## src/gpb_regs.svh

```systemverilog
`ifndef GPB_REGS_SVH
`define GPB_REGS_SVH

// ----------------------------------------
// widths
// ----------------------------------------
`define GPB_PIN_W 4
`define GPB_ADDR_W 8
`define GPB_MODE_W 2

// ----------------------------------------
// register addresses
// ----------------------------------------
`define GPB_ADDR_DIR 8'h2a
`define GPB_ADDR_DATA 8'h2b
`define GPB_ADDR_CON_LO 8'h2e
`define GPB_ADDR_CON_HI 8'h2f
`define GPB_ADDR_ALT 8'h30
`define GPB_ADDR_IRQ_EN 8'h31

// ----------------------------------------
// reset values
// ----------------------------------------
`define GPB_RST_DIR 4'h0
`define GPB_RST_DATA 4'h0
`define GPB_RST_CON 4'h0
`define GPB_RST_ALT 4'h0
`define GPB_RST_IRQ_EN 4'h0
`define GPB_RDATA_NONE 4'h0

// ----------------------------------------
// pin mode field codes
// ----------------------------------------
`define GPB_MODE_PULL_DOWN 2'h0
`define GPB_MODE_PULL_UP 2'h2
`define GPB_MODE_CMOS 2'h0
`define GPB_MODE_N_DRAIN 2'h1
`define GPB_MODE_P_DRAIN 2'h2
`define GPB_MODE_HIZ 2'h3
`define GPB_MODE_HIZ_IN_BIT 0

// ----------------------------------------
// alternate function select bits
// ----------------------------------------
`define GPB_ALT_CAPTURE 0
`define GPB_ALT_EXT_CLOCK 1
`define GPB_ALT_OVERFLOW 2
`define GPB_ALT_RATE 3
`define GPB_RATE_4KHZ 1'h1

// ----------------------------------------
// pin roles of the alternate functions
// ----------------------------------------
`define GPB_PIN_A_CAP 0
`define GPB_PIN_B_CAP 1
`define GPB_PIN_AC_CLK 2
`define GPB_PIN_BD_CLK 3

`endif

```

## src/gpb_pkg.sv

```systemverilog
package gpb_pkg;
`include "gpb_regs.svh"

  typedef logic [`GPB_PIN_W-1:0] gpb_nib_type;
  typedef logic [`GPB_MODE_W-1:0] gpb_mode_type;

  // ----------------------------------------
  // synchroniser state
  // ----------------------------------------
  typedef struct packed {
    gpb_nib_type stage1;
    gpb_nib_type stage2;
  } gpb_sync_type;

  // ----------------------------------------
  // port state
  // ----------------------------------------
  typedef struct packed {
    gpb_nib_type dir;
    gpb_nib_type data;
    gpb_nib_type con_lo;
    gpb_nib_type con_hi;
    gpb_nib_type alt;
    gpb_nib_type irq_en;
    gpb_nib_type rdata;
    gpb_nib_type pin_out;
    gpb_nib_type pin_oe;
    gpb_nib_type pull_up;
    gpb_nib_type pull_down;
    logic cap_a;
    logic cap_b;
    logic clk_ac;
    logic clk_bd;
    logic tb_prev;
    gpb_nib_type sample;
    logic irq_req;
    logic irq_flag;
  } gpb_state_type;

endpackage

```

## src/gpb_port.sv

```systemverilog
// The implementer's own choice: the strobed register port.
`timescale 1ns/1ps
`include "gpb_regs.svh"

// Notes on behaviour
// - direction bit 0 input, 1 output
// - reset clears direction: all inputs
// - data register drives output pins
// - output pin reads stored data bit
// - input pin reads live pin level
// - reset clears data register
// - pins change at the write edge
// - reset clears both mode registers
// - input: 00 pull-down, 10 pull-up, x1 hi-z
// - output: cmos, n-drain, p-drain, hi-z
// - high mode register holds pins 3,2
// - alternate register bit 3 picks 128 Hz or 4 kHz
// - alternate capture and clock inputs
// - pins 0,1 may drive overflow flags
// - all pins feed pin-change interrupt
// - per-pin interrupt enable, reset disabled
// - sample on sampling clock falling edge
// - request and flag within one sample
// - no record of which pin changed
module gpb_port (
  input wire logic clk_i,
  input wire logic reset_i,
  input wire logic [`GPB_ADDR_W-1:0] addr_i,
  input wire gpb_pkg::gpb_nib_type wdata_i,
  input wire logic wr_i,
  input wire logic rd_i,
  output gpb_pkg::gpb_nib_type rdata_o,
  input wire gpb_pkg::gpb_nib_type pin_in_i,
  output gpb_pkg::gpb_nib_type pin_out_o,
  output gpb_pkg::gpb_nib_type pin_oe_o,
  output gpb_pkg::gpb_nib_type pin_pull_up_o,
  output gpb_pkg::gpb_nib_type pin_pull_down_o,
  input wire logic tb_128hz_i,
  input wire logic tb_4khz_i,
  input wire logic timer_a_overflow_i,
  input wire logic timer_b_overflow_i,
  output logic timer_a_capture_in_o,
  output logic timer_b_capture_in_o,
  output logic timer_ac_ext_clock_o,
  output logic timer_bd_ext_clock_o,
  input wire logic irq_flag_clear_i,
  output logic pin_change_irq_request_o,
  output logic pin_change_irq_flag_o
);

  // ----------------------------------------
  // state and synchronised pins
  // ----------------------------------------
  gpb_pkg::gpb_state_type state_q;
  gpb_pkg::gpb_state_type state_d;
  gpb_pkg::gpb_nib_type pin_sync;

  // pins come from outside the clock domain
  // only the second stage is read past here
  gpb_sync u_pin_sync (
    .clk_i(clk_i),
    .reset_i(reset_i),
    .async_i(pin_in_i),
    .sync_o(pin_sync)
  );

  // ----------------------------------------
  // per-pin decode of registered state
  // ----------------------------------------
  // reads only flops and synced pins, so it
  // closes no loop through the next-state copy
  wire gpb_pkg::gpb_nib_type pin_read;
  wire gpb_pkg::gpb_nib_type pin_diff;
  wire gpb_pkg::gpb_nib_type alt_in;

  for (genvar g = 0; g < `GPB_PIN_W; g++) begin : g_pin
    assign pin_read[g] = state_q.dir[g] ? state_q.data[g] : pin_sync[g];
    assign pin_diff[g] = (pin_sync[g] ^ state_q.sample[g]) & state_q.irq_en[g];
    if (g < `GPB_PIN_AC_CLK) begin : g_cap
      assign alt_in[g] = state_q.alt[`GPB_ALT_CAPTURE] & pin_sync[g];
    end else begin : g_clk
      assign alt_in[g] = state_q.alt[`GPB_ALT_EXT_CLOCK] & pin_sync[g];
    end
  end

  // ----------------------------------------
  // next-state logic
  // ----------------------------------------
  // locals are set at the top of the process
  always_comb begin
    logic [2*`GPB_PIN_W-1:0] modes;
    gpb_pkg::gpb_mode_type mode;
    gpb_pkg::gpb_nib_type drive;
    gpb_pkg::gpb_nib_type changed;
    logic tb_sel;
    logic tb_fall;

    state_d = state_q;
    modes = '0;
    mode = '0;
    drive = '0;
    changed = '0;
    tb_sel = 1'b0;
    tb_fall = 1'b0;

    // ----------------------------------------
    // software writes
    // ----------------------------------------
    // register writes; pins follow at this same edge
    if (wr_i) begin
      unique case (addr_i)
        `GPB_ADDR_DIR: begin
          state_d.dir = wdata_i;
        end
        `GPB_ADDR_DATA: begin
          state_d.data = wdata_i;
        end
        `GPB_ADDR_CON_LO: begin
          state_d.con_lo = wdata_i;
        end
        `GPB_ADDR_CON_HI: begin
          state_d.con_hi = wdata_i;
        end
        `GPB_ADDR_ALT: begin
          state_d.alt = wdata_i;
        end
        `GPB_ADDR_IRQ_EN: begin
          state_d.irq_en = wdata_i;
        end
        default: begin
          // unmapped writes are dropped
        end
      endcase
    end

    // ----------------------------------------
    // read path
    // ----------------------------------------
    // read data live for one cycle only
    // zero outside its slot, so idle cycles leak nothing
    state_d.rdata = `GPB_RDATA_NONE;
    if (rd_i) begin
      unique case (addr_i)
        `GPB_ADDR_DIR: begin
          state_d.rdata = state_q.dir;
        end
        `GPB_ADDR_DATA: begin
          state_d.rdata = pin_read;
        end
        `GPB_ADDR_CON_LO: begin
          state_d.rdata = state_q.con_lo;
        end
        `GPB_ADDR_CON_HI: begin
          state_d.rdata = state_q.con_hi;
        end
        `GPB_ADDR_ALT: begin
          state_d.rdata = state_q.alt;
        end
        `GPB_ADDR_IRQ_EN: begin
          state_d.rdata = state_q.irq_en;
        end
        // unmapped reads answer zero
        default: begin
          state_d.rdata = `GPB_RDATA_NONE;
        end
      endcase
    end

    // ----------------------------------------
    // pad drive
    // ----------------------------------------
    // decoded from next values so pins move at the write edge
    // value each pin drives, overflow may replace data
    drive = state_d.data;
    // overflow reaches a pin only while it is an output
    // overflow flags onto pins 0,1
    if (state_d.alt[`GPB_ALT_OVERFLOW]) begin
      drive[`GPB_PIN_A_CAP] = timer_a_overflow_i;
      drive[`GPB_PIN_B_CAP] = timer_b_overflow_i;
    end

    // pad controls from the new register values
    modes = {state_d.con_hi, state_d.con_lo};
    for (int i = 0; i < `GPB_PIN_W; i++) begin
      mode = modes[`GPB_MODE_W*i +: `GPB_MODE_W];
      state_d.pin_out[i] = 1'b0;
      state_d.pin_oe[i] = 1'b0;
      state_d.pull_up[i] = 1'b0;
      state_d.pull_down[i] = 1'b0;
      if (state_d.dir[i]) begin
        unique case (mode)
          `GPB_MODE_CMOS: begin
            state_d.pin_out[i] = drive[i];
            state_d.pin_oe[i] = 1'b1;
          end
          `GPB_MODE_N_DRAIN: begin
            state_d.pin_out[i] = 1'b0;
            state_d.pin_oe[i] = ~drive[i];
          end
          `GPB_MODE_P_DRAIN: begin
            state_d.pin_out[i] = 1'b1;
            state_d.pin_oe[i] = drive[i];
          end
          `GPB_MODE_HIZ: begin
            state_d.pin_oe[i] = 1'b0;
          end
        endcase
      end else begin
        if (mode[`GPB_MODE_HIZ_IN_BIT]) begin
          state_d.pull_up[i] = 1'b0;
        end else if (mode == `GPB_MODE_PULL_UP) begin
          state_d.pull_up[i] = 1'b1;
        end else begin
          state_d.pull_down[i] = 1'b1;
        end
      end
    end

    // ----------------------------------------
    // alternate inputs
    // ----------------------------------------
    // alternate inputs do not force input direction
    // alternate inputs to the timers
    state_d.cap_a = alt_in[`GPB_PIN_A_CAP];
    state_d.cap_b = alt_in[`GPB_PIN_B_CAP];
    state_d.clk_ac = alt_in[`GPB_PIN_AC_CLK];
    state_d.clk_bd = alt_in[`GPB_PIN_BD_CLK];

    // ----------------------------------------
    // pin-change sampling
    // ----------------------------------------
    // switching rate may look like one falling edge
    // sampling rate select
    if (state_q.alt[`GPB_ALT_RATE] == `GPB_RATE_4KHZ) begin
      tb_sel = tb_4khz_i;
    end else begin
      tb_sel = tb_128hz_i;
    end
    // history of the chosen time base
    state_d.tb_prev = tb_sel;
    // falling edge of the time base
    tb_fall = state_q.tb_prev & ~tb_sel;

    // request is a one-cycle pulse per sample that sees an enabled pin change
    state_d.irq_req = 1'b0;
    if (tb_fall) begin
      // every enabled pin is a source
      // sample kept for every pin, enabled or not
      state_d.sample = pin_sync;
      changed = pin_diff;
      if (|changed) begin
        state_d.irq_req = 1'b1;
      end
    end

    // ----------------------------------------
    // interrupt flag
    // ----------------------------------------
    // flag sticks; a set in the clear cycle wins
    if (irq_flag_clear_i) begin
      state_d.irq_flag = 1'b0;
    end
    if (state_d.irq_req) begin
      state_d.irq_flag = 1'b1;
    end
  end

  // ----------------------------------------
  // state register
  // ----------------------------------------
  // direction cleared, pins inputs
  always_ff @(posedge clk_i or posedge reset_i) begin
    if (reset_i) begin
      state_q.dir <= `GPB_RST_DIR;
      state_q.data <= `GPB_RST_DATA;
      state_q.con_lo <= `GPB_RST_CON;
      state_q.con_hi <= `GPB_RST_CON;
      state_q.alt <= `GPB_RST_ALT;
      state_q.irq_en <= `GPB_RST_IRQ_EN;
      state_q.rdata <= `GPB_RDATA_NONE;
      // pads come up as pulled-down inputs
      state_q.pin_out <= '0;
      state_q.pin_oe <= '0;
      state_q.pull_up <= '0;
      state_q.pull_down <= '1;
      state_q.cap_a <= '0;
      state_q.cap_b <= '0;
      state_q.clk_ac <= '0;
      state_q.clk_bd <= '0;
      // edge history starts at the idle low level
      state_q.tb_prev <= '0;
      state_q.sample <= '0;
      state_q.irq_req <= '0;
      state_q.irq_flag <= '0;
    end else begin
      // pins update on the write edge
      state_q <= state_d;
    end
  end

  // ----------------------------------------
  // outputs, all straight from flops
  // ----------------------------------------
  // register bus
  assign rdata_o = state_q.rdata;
  // pads
  assign pin_out_o = state_q.pin_out;
  assign pin_oe_o = state_q.pin_oe;
  assign pin_pull_up_o = state_q.pull_up;
  assign pin_pull_down_o = state_q.pull_down;
  // timers and interrupt
  assign timer_a_capture_in_o = state_q.cap_a;
  assign timer_b_capture_in_o = state_q.cap_b;
  assign timer_ac_ext_clock_o = state_q.clk_ac;
  assign timer_bd_ext_clock_o = state_q.clk_bd;
  assign pin_change_irq_request_o = state_q.irq_req;
  assign pin_change_irq_flag_o = state_q.irq_flag;

endmodule

```

## src/gpb_sync.sv

```systemverilog
`timescale 1ns/1ps
module gpb_sync (
  input wire logic clk_i,
  input wire logic reset_i,
  input wire gpb_pkg::gpb_nib_type async_i,
  output gpb_pkg::gpb_nib_type sync_o
);

  gpb_pkg::gpb_sync_type state_q;
  gpb_pkg::gpb_sync_type state_d;

  // two stages; only the second stage is looked at
  always_comb begin
    state_d = state_q;
    state_d.stage1 = async_i;
    state_d.stage2 = state_q.stage1;
  end

  // constant reset only
  always_ff @(posedge clk_i or posedge reset_i) begin
    if (reset_i) begin
      state_q <= '0;
    end else begin
      state_q <= state_d;
    end
  end

  assign sync_o = state_q.stage2;

endmodule
```

## config.mk

```make
export PLATFORM = sky130hd
export DESIGN_NAME = gpb_port
export DESIGN_NICKNAME = d
export VERILOG_FILES = /design/src/gpb_pkg.sv /design/src/gpb_port.sv /design/src/gpb_sync.sv
export VERILOG_INCLUDE_DIRS = /design/src
export SDC_FILE = /design/constraint.sdc
export NUM_CORES = 1
export LEC_CHECK = 0
export BUFFER_PORTS_ARGS = -buffer_cell sky130_fd_sc_hd__buf_2
export CAP_MARGIN = 10
export CORE_UTILIZATION = 51
export DETAILED_ROUTE_END_ITERATION = 7
export PLACE_DENSITY = 0.77
export SYNTH_ARGS = -nofsm -noshare
export SYNTH_HDL_FRONTEND = slang
export SYNTH_SLANG_ARGS = --single-unit
export TNS_END_PERCENT = 10
```

## constraint.sdc

```tcl
create_clock -name clk_i -period 4.3 [get_ports clk_i]
set_clock_uncertainty 0.05 [all_clocks]
set_input_delay 0.43 -clock clk_i [delete_from_list [all_inputs] [get_ports clk_i]]
set_output_delay 0.43 -clock clk_i [all_outputs]
set_load 0.03 [all_outputs]
```

==> out/results.tsv, run 1 <==
metric	value	unit
Syn Nets	252	
fillers	399	
final setup fails	0	
CP Cell Sequence	buf_2, nor3b_4, nand3_1, mux2i_2, mux2i_1, mux2i_1	
Resize count post-CTS	0	
Antenna Cells	0	
CP Capture Type	flip-flop	
worst endpoint data arrival time	2.05	ns
Synth top area share	52.9	%
clock period minus worst slack	1.84	ns
DRC viols	0	
post-synth top area cell	dfrtp_1	
clock slew at reported path FFs	0.07	ns
DIE WIDTH	76.0	µm
critical path required time	4.50	ns
largest net degree at the start of global routing	64	
Hold-fix buffers, CTS	0	
Peak Freq	0.542	GHz
worst-path fanout max	7	
nets	286	
critical path type	primary input to flip-flop	
clk root buf	clkbuf_8	
Post-Syn Area	0.00279	mm²
status	finished clean	
# rows	26	
Seq pwr share	49.7	%
clk buf depth	2	
Starting Density	53.9	%
1st-pass router iterations	4	
Final Slew Violations	0	
WL/cell	15.2	µm
Distinct cells, synth	35	
Seq/Total Area, Yosys	56.7	%
Die Outline Area	0.00577	mm²
Final Cycle Share	42.9	%
Via Count	1747	
Clk pwr share	40.5	%
Overflow after GRT	0	
via count of the first global-routing pass	1656	
CTS sink cnt	63	
# IOs	51	
TNS Setup	0	ns
Mapped Avg Cell Area	12.3	µm²
Worst-Skew Late Latency	0.33	ns
ANT nets after route	0	
GPL Wtd Cong	0.837	
gr usage total	19.3	%
port bufs	50	
dpl cells	320	
NetSw	0.312	mW
Hold Vio Cnt, Final	0	
Gate power share	9.8	%
Mapped Cells	227	
post-CTS setup repair buffer count	0	
Int Pwr	0.991	mW
H-Tree Depth	3	
Lkg Pwr	1.74	nW
Die H	76.0	µm
slowest CP cell	mux2i_2	
MaxCap Viol Count	0	
total CTS buffers	9	
post-synthesis register bit count	63	
VDD IR max	0.229	mV
slew at the pin with the worst max-slew slack	0.765	ns
P&R area growth vs syn	12.7	%
Worst setup SP type	primary input	
Max transition margin	49.0	%
area of the core	0.00517	mm²
DRT Wirelength	5110	µm
Hold Path Class	primary input to flip-flop	
reg2reg setup slack	2.77	ns
Worst path max stage delay	0.36	ns
setup repair after global routing missed its margin	no	
Initial DRC Count	123	
post-detailed-placement half-perimeter wirelength	3560	µm
CTS tree	done	
Net Sw Frac	23.9	%
Finished Layout Cells	336	
pwr dens	414	mW/mm²
initial antenna violation count	0	
share of cells above drive strength 1	36.5	%
DR vias/cell	5.20	
top cells by area, synth	dfrtp_1 53%, mux2_2 8.1%, mux2i_1 6.1%	
global-route wire length before repair	8330	µm
Yosys warnings	0	
CP most frequent cell	mux2i_1	
area by class of cell:
cell class / instances / area, µm² / share of cell area (%)
flip-flops and latches: 63 / 1580 / 50.3
multi-input cells: 122 / 956 / 30.4
repair buffers: 51 / 258 / 8.20
clock buffers: 13 / 169 / 5.37
well taps: 70 / 87.6 / 2.79
inverters: 14 / 52.6 / 1.67
clock inverters: 3 / 40.0 / 1.27
stage by stage:
stage / area, µm² / worst slack (ns) / util [%] / total power [mW] / hold slack (ns)
after floorplan: 2790 / 2.26 / - / 0.757 / 0.281
after global placement: 2940 / 2.21 / 56.7 / 0.784 / 0.285
after detailed placement: 2940 / 2.16 / 56.7 / 0.787 / 0.285
after CTS: 3140 / 2.50 / 60.8 / 1.32 / 0.131
after global routing: 3140 / 2.33 / 60.8 / 1.36 / 0.128
final: 3140 / 2.46 / 60.8 / 1.30 / 0.151
power groups by stage:
stage                     Combinational (mW)  Clock, mW  Sequential [mW]
final                                  0.128      0.527            0.648
after global routing                   0.140      0.575            0.650
after detailed placement               0.129          0            0.658
after floorplan                        0.101          0            0.656
after global placement                 0.126          0            0.657
after CTS                              0.129      0.542            0.648
critical path: cells and delay by family:
kind                   cells  cell delay [ns]
buffers and inverters      1             0.11
muxes                      3             0.91
and+or+nand+nor            2             0.59
state kept, by name (all words and copies together) (netlist names):
register                  cells
state_q                      29
pin_oe_o                      4
pin_out_o                     4
pin_pull_down_o               4
pin_pull_up_o                 4
rdata_o                       4
u_pin_sync.state_d            4
u_pin_sync.sync_o             4
pin_change_irq_flag_o         1
pin_change_irq_request_o      1
timer_a_capture_in_o          1
timer_ac_ext_clock_o          1
timer_b_capture_in_o          1
timer_bd_ext_clock_o          1
cells in the mapped netlist, drive strengths merged:
| cell type | n |
|---|---|
| nand3 | 8 |
| clkbuf | 2 |
| and3b | 2 |
| mux2 | 22 |
| nand2b | 3 |
| nor3b | 3 |
| and2 | 7 |
| a211oi | 5 |
| inv | 14 |
| nor2 | 11 |
| o21ai | 4 |
| o211ai | 2 |
| a21oi | 3 |
| buf | 26 |
| o21a | 2 |
| mux2i | 18 |
| dfstp | 4 |
| a221oi | 2 |
| nand2 | 8 |
| and3 | 1 |
| a21o | 1 |
| xor2 | 4 |
| nand4 | 2 |
| dfrtp | 59 |
| or2 | 2 |
| o211a | 2 |
| nor2b | 2 |
| a22oi | 8 |
placed cells by master, fill, tap and decap left out, types with 2 or more instances in the layout:
cell type	instances
dfrtp_1	59
buf_2	50
mux2_2	20
mux2i_1	17
inv_1	13
clkbuf_8	12
nor2_1	11
nand2_1	8
nand3_1	8
a22oi_1	8
and2_1	7
a211oi_1	5
o21ai_0	4
xor2_1	4
dfstp_2	4
nand2b_1	3
a21oi_1	3
and3b_1	2
o211ai_1	2
o211a_1	2
a221oi_1	2
o21a_1	2
mux2_4	2
nor2b_1	2
nand4_1	2
clkinv_2	2
path summary, 6_finish.rpt:
kind                                  startpoint  depth (start not counted)                     to
setup / recovery                       addr_i[7]                          6            pin_oe_o[0]
hold / removal                       pin_in_i[2]                          1  u_pin_sync.state_d[2]
setup reg to reg                     state_q[38]                          3             state_q[3]
hold reg to reg            u_pin_sync.state_d[2]                          0   u_pin_sync.sync_o[2]
max in group asynchronous                reset_i                          3            pin_oe_o[0]
min in group asynchronous                reset_i                          3  u_pin_sync.state_d[3]
logic make-up after synthesis:
group	after synthesis	share of synthesized area [%]
AOI/OAI and AO/OA	29	7.44
xor gates and xnor gates	4	1.26
and+or+nand+nor	49	9.82
DFF	63	56.7
buffers and inverters	42	9.06
muxes	40	15.7
routing by layer:
metal	global-route usage (%)	part of all wire [%]
met2	29.0	46
met1	25.5	46
met4	8.65	2.0
met3	6.39	5.4
met5	0	0
No activity file was read; power rests on OpenSTA's default activity.
==> run 2, diff against run 1 <==
==> constraint.sdc (replaced) <==
create_clock -name clk_i -period 1.8 [get_ports clk_i]
set_clock_uncertainty 0.05 [all_clocks]
set_input_delay 0.18 -clock clk_i [delete_from_list [all_inputs] [get_ports clk_i]]
set_output_delay 0.18 -clock clk_i [all_outputs]
set_load 0.03 [all_outputs]
==> run 2 against run 1 <==
  * Sequential share of layout area is 3.1 points lower
  * Core utilization is 4.0 points higher
  * Sequential power is 140% higher
  * Non-clock buffer count is 16 higher
  * First-iteration DRC count is 0.81% lower
  * Combinational power grew to 2.6 times the previous value
  * Die area stayed put
  * Setup slack worse by 2.2 ns
  * Power grew to 2.7 times the previous value
  * Largest power group is now clock
==> out/results.tsv, run 2 (same netlist as run 1, synthesis figures left out) <==
metric	value	unit
Int Pwr	2.70	mW
DR vias/cell	5.04	
CP Capture Type	flip-flop	
critical path required time	1.97	ns
Worst path max stage delay	0.38	ns
Lkg Pwr	1.83	nW
post-detailed-placement half-perimeter wirelength	3670	µm
# rows	26	
commonest non-fill, non-tap cell in the layout	dfrtp_1	
Net Sw Frac	22.2	%
critical path type	flip-flop to flip-flop	
status	finished clean	
Final Slew Violations	0	
clk buf depth	2	
Die H	76.0	µm
DRC viols	0	
nets	302	
Final Cycle Share	84.7	%
Final WS setup	0.275	ns
area of the multi-input gates	956	µm²
final core utilization	64.8	%
Seq. cell area	0.00158	mm²
MaxCap Viol Count	0	
clock period minus worst slack	1.53	ns
fillers	414	
Starting Density	53.9	%
Via Count	1773	
Seq pwr share	44.6	%
clk root buf	clkbuf_8	
WP buf/inv	0	
pwr dens	1030	mW/mm²
CP most frequent cell	mux2_2	
Most flops, register	state_q	
setup repair after global routing missed its margin	no	
Clk pwr share	45.9	%
CP Cell Sequence	mux2_2, or2_2, mux2_2	
clock slew at reported path FFs	0.07	ns
GPL Wtd Cong	0.838	
Hold Worst Slack	0.0417	ns
global-route wire length before repair	8490	µm
P&R area growth vs syn	20.2	%
CTS sink cnt	63	
VDD IR max	0.541	mV
CTS tree	done	
Worst setup SP type	flip-flop	
slowest CP cell	dfrtp_1	
via count of the first global-routing pass	1770	
Peak Freq	0.656	GHz
1st-pass router iterations	4	
DIE WIDTH	76.0	µm
max reg flops	29	
port bufs	50	
worst-path fanout max	5	
final setup fails	0	
WL/cell	14.9	µm
leading cell types in the layout, fill and taps excluded	59 x dfrtp_1, 50 x buf_2, 20 x mux2_2, 17 x mux2i_1, 13 x inv_1	
Initial DRC Count	122	
NetSw	0.770	mW
Overflow after GRT	0	
DRT Wirelength	5250	µm
total CTS buffers	9	
H-Tree Depth	3	
worst endpoint data arrival time	1.69	ns
share of cells above drive strength 1	38.3	%
largest net degree at the start of global routing	64	
CP delay by family, top	multiplexers	
Gate power share	9.5	%
TNS Setup	0	ns
dpl ws	0.0152	ns
gr usage total	20.0	%
Worst-Skew Late Latency	0.34	ns
Hold Vio Cnt, Final	0	
initial antenna violation count	0	
area of the core	0.00517	mm²
ANT nets after route	0	
slew at the pin with the worst max-slew slack	0.362	ns
Hold Path Class	primary input to flip-flop	
Die Outline Area	0.00577	mm²
Antenna Cells	0	
# IOs	51	
Max transition margin	75.2	%
-- run 2: cell count changes in the layout (fill, tap and decap cells not counted) --
cell	before	now
buf_12	0	2
bufinv_16	1	4
buf_4	1	10
dlygate4sd3_1	0	5
clkinv_2	2	1
clkbuf_8	12	9
clkinvlp_4	0	1
-- run 2: power groups by stage --
stage	clock, mW	sequential (mW)	combinational, mW
6_report	1.59	1.55	0.328
5_1_grt	1.69	1.55	0.359
4_1_cts	1.63	1.55	0.333
3_5_place_dp	0	1.57	0.322
3_3_place_gp	0	1.57	0.316
2_1_floorplan	0	1.57	0.241
-- run 2: path summary, 6_finish.rpt --
| check | startpoint | to | slack [ns] | depth (start not counted) |
|---|---|---|---|---|
| worst max-delay path | state_q[38] | state_q[2] | 0.27 | 3 |
| worst min-delay path | tb_4khz_i | state_q[6] | 0.04 | 2 |
| worst max register to register | state_q[38] | state_q[2] | 0.27 | 3 |
| worst min register to register | u_pin_sync.state_d[1] | u_pin_sync.sync_o[1] | 0.30 | 0 |
| max in group asynchronous | reset_i | pin_pull_down_o[2] | 0.98 | 4 |
| min in group asynchronous | reset_i | timer_bd_ext_clock_o | 0.40 | 4 |
-- run 2: layout make-up --
class,count,area share (%)
inverter,14,1.57
clock inverter,6,3.96
tap,70,2.61
multi-input combinational,122,28.5
sequential,63,47.2
clock buffer,10,3.81
timing repair buffer,67,12.4
-- run 2: what timing repair did --
item | 4_1_cts | 5_1_grt
setup endpoints to repair | 0 | 0
hold endpoints to repair | 63 | 0
setup buffers | 0 | 0
gates resized for setup | 0 | 0
hold buffers | 5 | 0
-- run 2: metal layers --
layer / global-route usage [%] / vias up / share of wire (%)
met5: 0 / - / 0
met4: 8.65 / 0 / 1.2
met3: 6.87 / 6 / 4.8
met2: 31.7 / 49 / 49
met1: 24.9 / 855 / 45
li1: - / 863 / -
-- run 2: metrics by stage --
step / power [mW] / std cells / area [µm²]
finish: 3.47 / 352 / 3350
global route: 3.61 / 352 / 3350
CTS: 3.51 / 352 / 3350
detailed placement: 1.89 / 331 / 3040
global placement: 1.89 / 331 / 3040
floorplan: 1.81 / 227 / 2790
==> run 3, diff against run 2 <==
--- a/config.mk
+++ b/config.mk
@@ -8,9 +8,9 @@
 export LEC_CHECK = 0
 export BUFFER_PORTS_ARGS = -buffer_cell sky130_fd_sc_hd__buf_2
 export CAP_MARGIN = 10
-export CORE_UTILIZATION = 51
+export CORE_UTILIZATION = 50
 export DETAILED_ROUTE_END_ITERATION = 7
-export PLACE_DENSITY = 0.77
+export PLACE_DENSITY = 0.79
 export SYNTH_ARGS = -nofsm -noshare
 export SYNTH_HDL_FRONTEND = slang
 export SYNTH_SLANG_ARGS = --single-unit
==> constraint.sdc (replaced) <==
create_clock -name clk_i -period 1.31 [get_ports clk_i]
set_clock_uncertainty 0.05 [all_clocks]
set_input_delay 0.131 -clock clk_i [delete_from_list [all_inputs] [get_ports clk_i]]
set_output_delay 0.131 -clock clk_i [all_outputs]
set_load 0.03 [all_outputs]
==> run 3 against run 2 <==
  * The run now ends with negative hold slack, negative setup slack left
  * Sequential share of layout area down 3.8 points
  * Sequential power grew 37%
  * Register-to-register slack worse by 0.39 ns
  * Via count up 7.1%
  * Core utilization rose by 4.8 points
  * Critical path depth did not move
  * Critical path type unchanged
==> out/results.tsv, run 3 (same netlist as run 1, synthesis figures left out) <==
metric	value	unit
Via Count	1899	
commonest non-fill, non-tap cell in the layout	dfrtp_1	
leading cell types in the layout, fill and taps excluded	59 x dfrtp_1, 48 x buf_2, 25 x buf_4, 18 x mux2_2, 13 x inv_1	
worst endpoint data arrival time	1.60	ns
Final Slew Violations	0	
final core utilization	69.7	%
1st-pass router iterations	5	
gr usage total	21.2	%
Lkg Pwr	1.90	nW
final setup fails	7	
critical path required time	1.49	ns
Initial DRC Count	102	
Worst path max stage delay	0.40	ns
max reg flops	29	
ANT nets after route	0	
area post-placement	0.00317	mm²
CTS sink cnt	63	
nets	319	
MaxCap Viol Count	0	
dpl cells	347	
Most flops, register	state_q	
global-route wire length before repair	9410	µm
Worst-Skew Late Latency	0.35	ns
slowest CP cell	dfrtp_1	
WL/cell	15.9	µm
P&R area growth vs syn	30.8	%
failing checks	negative hold slack, negative setup slack	
CP Capture Type	flip-flop	
clock slew at reported path FFs	0.07	ns
Finished Layout Cells	369	
VDD IR max	1.36	mV
Max transition margin	76.8	%
clk buf depth	2	
DRT Wirelength	5870	µm
CP Cell Sequence	mux2_4, or2_4, mux2_2	
post-CTS setup repair buffer count	0	
share of cells above drive strength 1	47.8	%
area of the core	0.00524	mm²
setup repair after global routing missed its margin	yes	
via count of the first global-routing pass	1941	
Hold-fix buffers, CTS	6	
Hold Path Class	primary input to flip-flop	
DR vias/cell	5.15	
status	finished with violations	
# IOs	51	
fin area	0.00365	mm²
clock period minus worst slack	1.42	ns
slew at the pin with the worst max-slew slack	0.338	ns
Final WS setup	-0.112	ns
clk root buf	clkbuf_8	
Overflow after GRT	0	
DIE WIDTH	76.7	µm
CTS tree	done	
CP delay by family, top	multiplexers	
Worst setup SP type	flip-flop	
post-detailed-placement half-perimeter wirelength	4100	µm
Hold Worst Slack	-0.0203	ns
Die Outline Area	0.00588	mm²
dpl ws	-0.466	ns
Peak Freq	0.703	GHz
pwr dens	1290	mW/mm²
WP buf/inv	0	
DRC viols	0	
initial antenna violation count	0	
critical path type	flip-flop to flip-flop	
Starting Density	53.3	%
total CTS buffers	9	
port bufs	50	
# rows	26	
worst-path fanout max	5	
TNS Setup	-0.568	ns
Hold Vio Cnt, Final	1	
Die H	76.7	µm
H-Tree Depth	3	
total power	4.72	mW
Antenna Cells	0	
largest net degree at the start of global routing	28	
GPL Wtd Cong	0.847	
Final Cycle Share	109	%
[run 3: changes by cell type in the layout (fill, tap and decap cells not counted), sizes merged]
cell	delta
dlygate4sd3	+1
bufinv	-1
inv	-1
clkinv	+1
clkinvlp	+1
buf	+16
[run 3: final cells by class]
class / count / area (µm²)
Fill cell: 344 / 1590
Sequential cell: 63 / 1580
Multi-Input combinational cell: 122 / 1120
Timing Repair Buffer: 84 / 562
Clock buffer: 10 / 138
Clock inverter: 6 / 108
Tap cell: 70 / 87.6
Inverter: 14 / 56.3
[run 3: per-layer routing]
| metal | GRT usage [%] | routed length, µm | up-vias | part of all wire (%) |
|---|---|---|---|---|
| met4 | 9.23 | 132 | 0 | 2.2 |
| met3 | 5.36 | 297 | 14 | 5.1 |
| met2 | 33.4 | 2810 | 74 | 48 |
| met1 | 27.8 | 2630 | 909 | 45 |
| li1 | - | - | 902 | - |
| met5 | 0 | 0 | - | 0 |
[run 3: report_power, final]
| part | total (mW) | switching [mW] | internal (mW) |
|---|---|---|---|
| Clock | 2.06 | 0.750 | 1.31 |
| Sequential | 2.13 | 0.0630 | 2.06 |
| Combinational | 0.537 | 0.301 | 0.236 |
| Total | 4.72 | 1.11 | 3.61 |
[run 3: repair_timing]
item | CTS | global route
setup endpoints to repair | 15 | 29
pin swaps | 1 | 4
hold endpoints to repair | 21 | 1
gates resized for setup | 7 | 28
[run 3: worst reg2reg max path: cells and delay by family, from the launching register on]
family,cells,cell delay (ns)
DFF,1,0.40
muxes,2,0.59
and+or+nand+nor,1,0.27
[run 3: worst paths after layout]
kind	depth (start not counted)	from	end	slack [ns]
min in group asynchronous	3	reset_i	state_q[4]	0.26
setup / recovery	3	state_q[38]	state_q[2]	-0.11
setup reg to reg	3	state_q[38]	state_q[2]	-0.11
hold / removal	2	tb_128hz_i	state_q[6]	-0.02
hold reg to reg	0	u_pin_sync.state_d[2]	u_pin_sync.sync_o[2]	0.30
max in group asynchronous	4	reset_i	pin_pull_down_o[0]	0.44
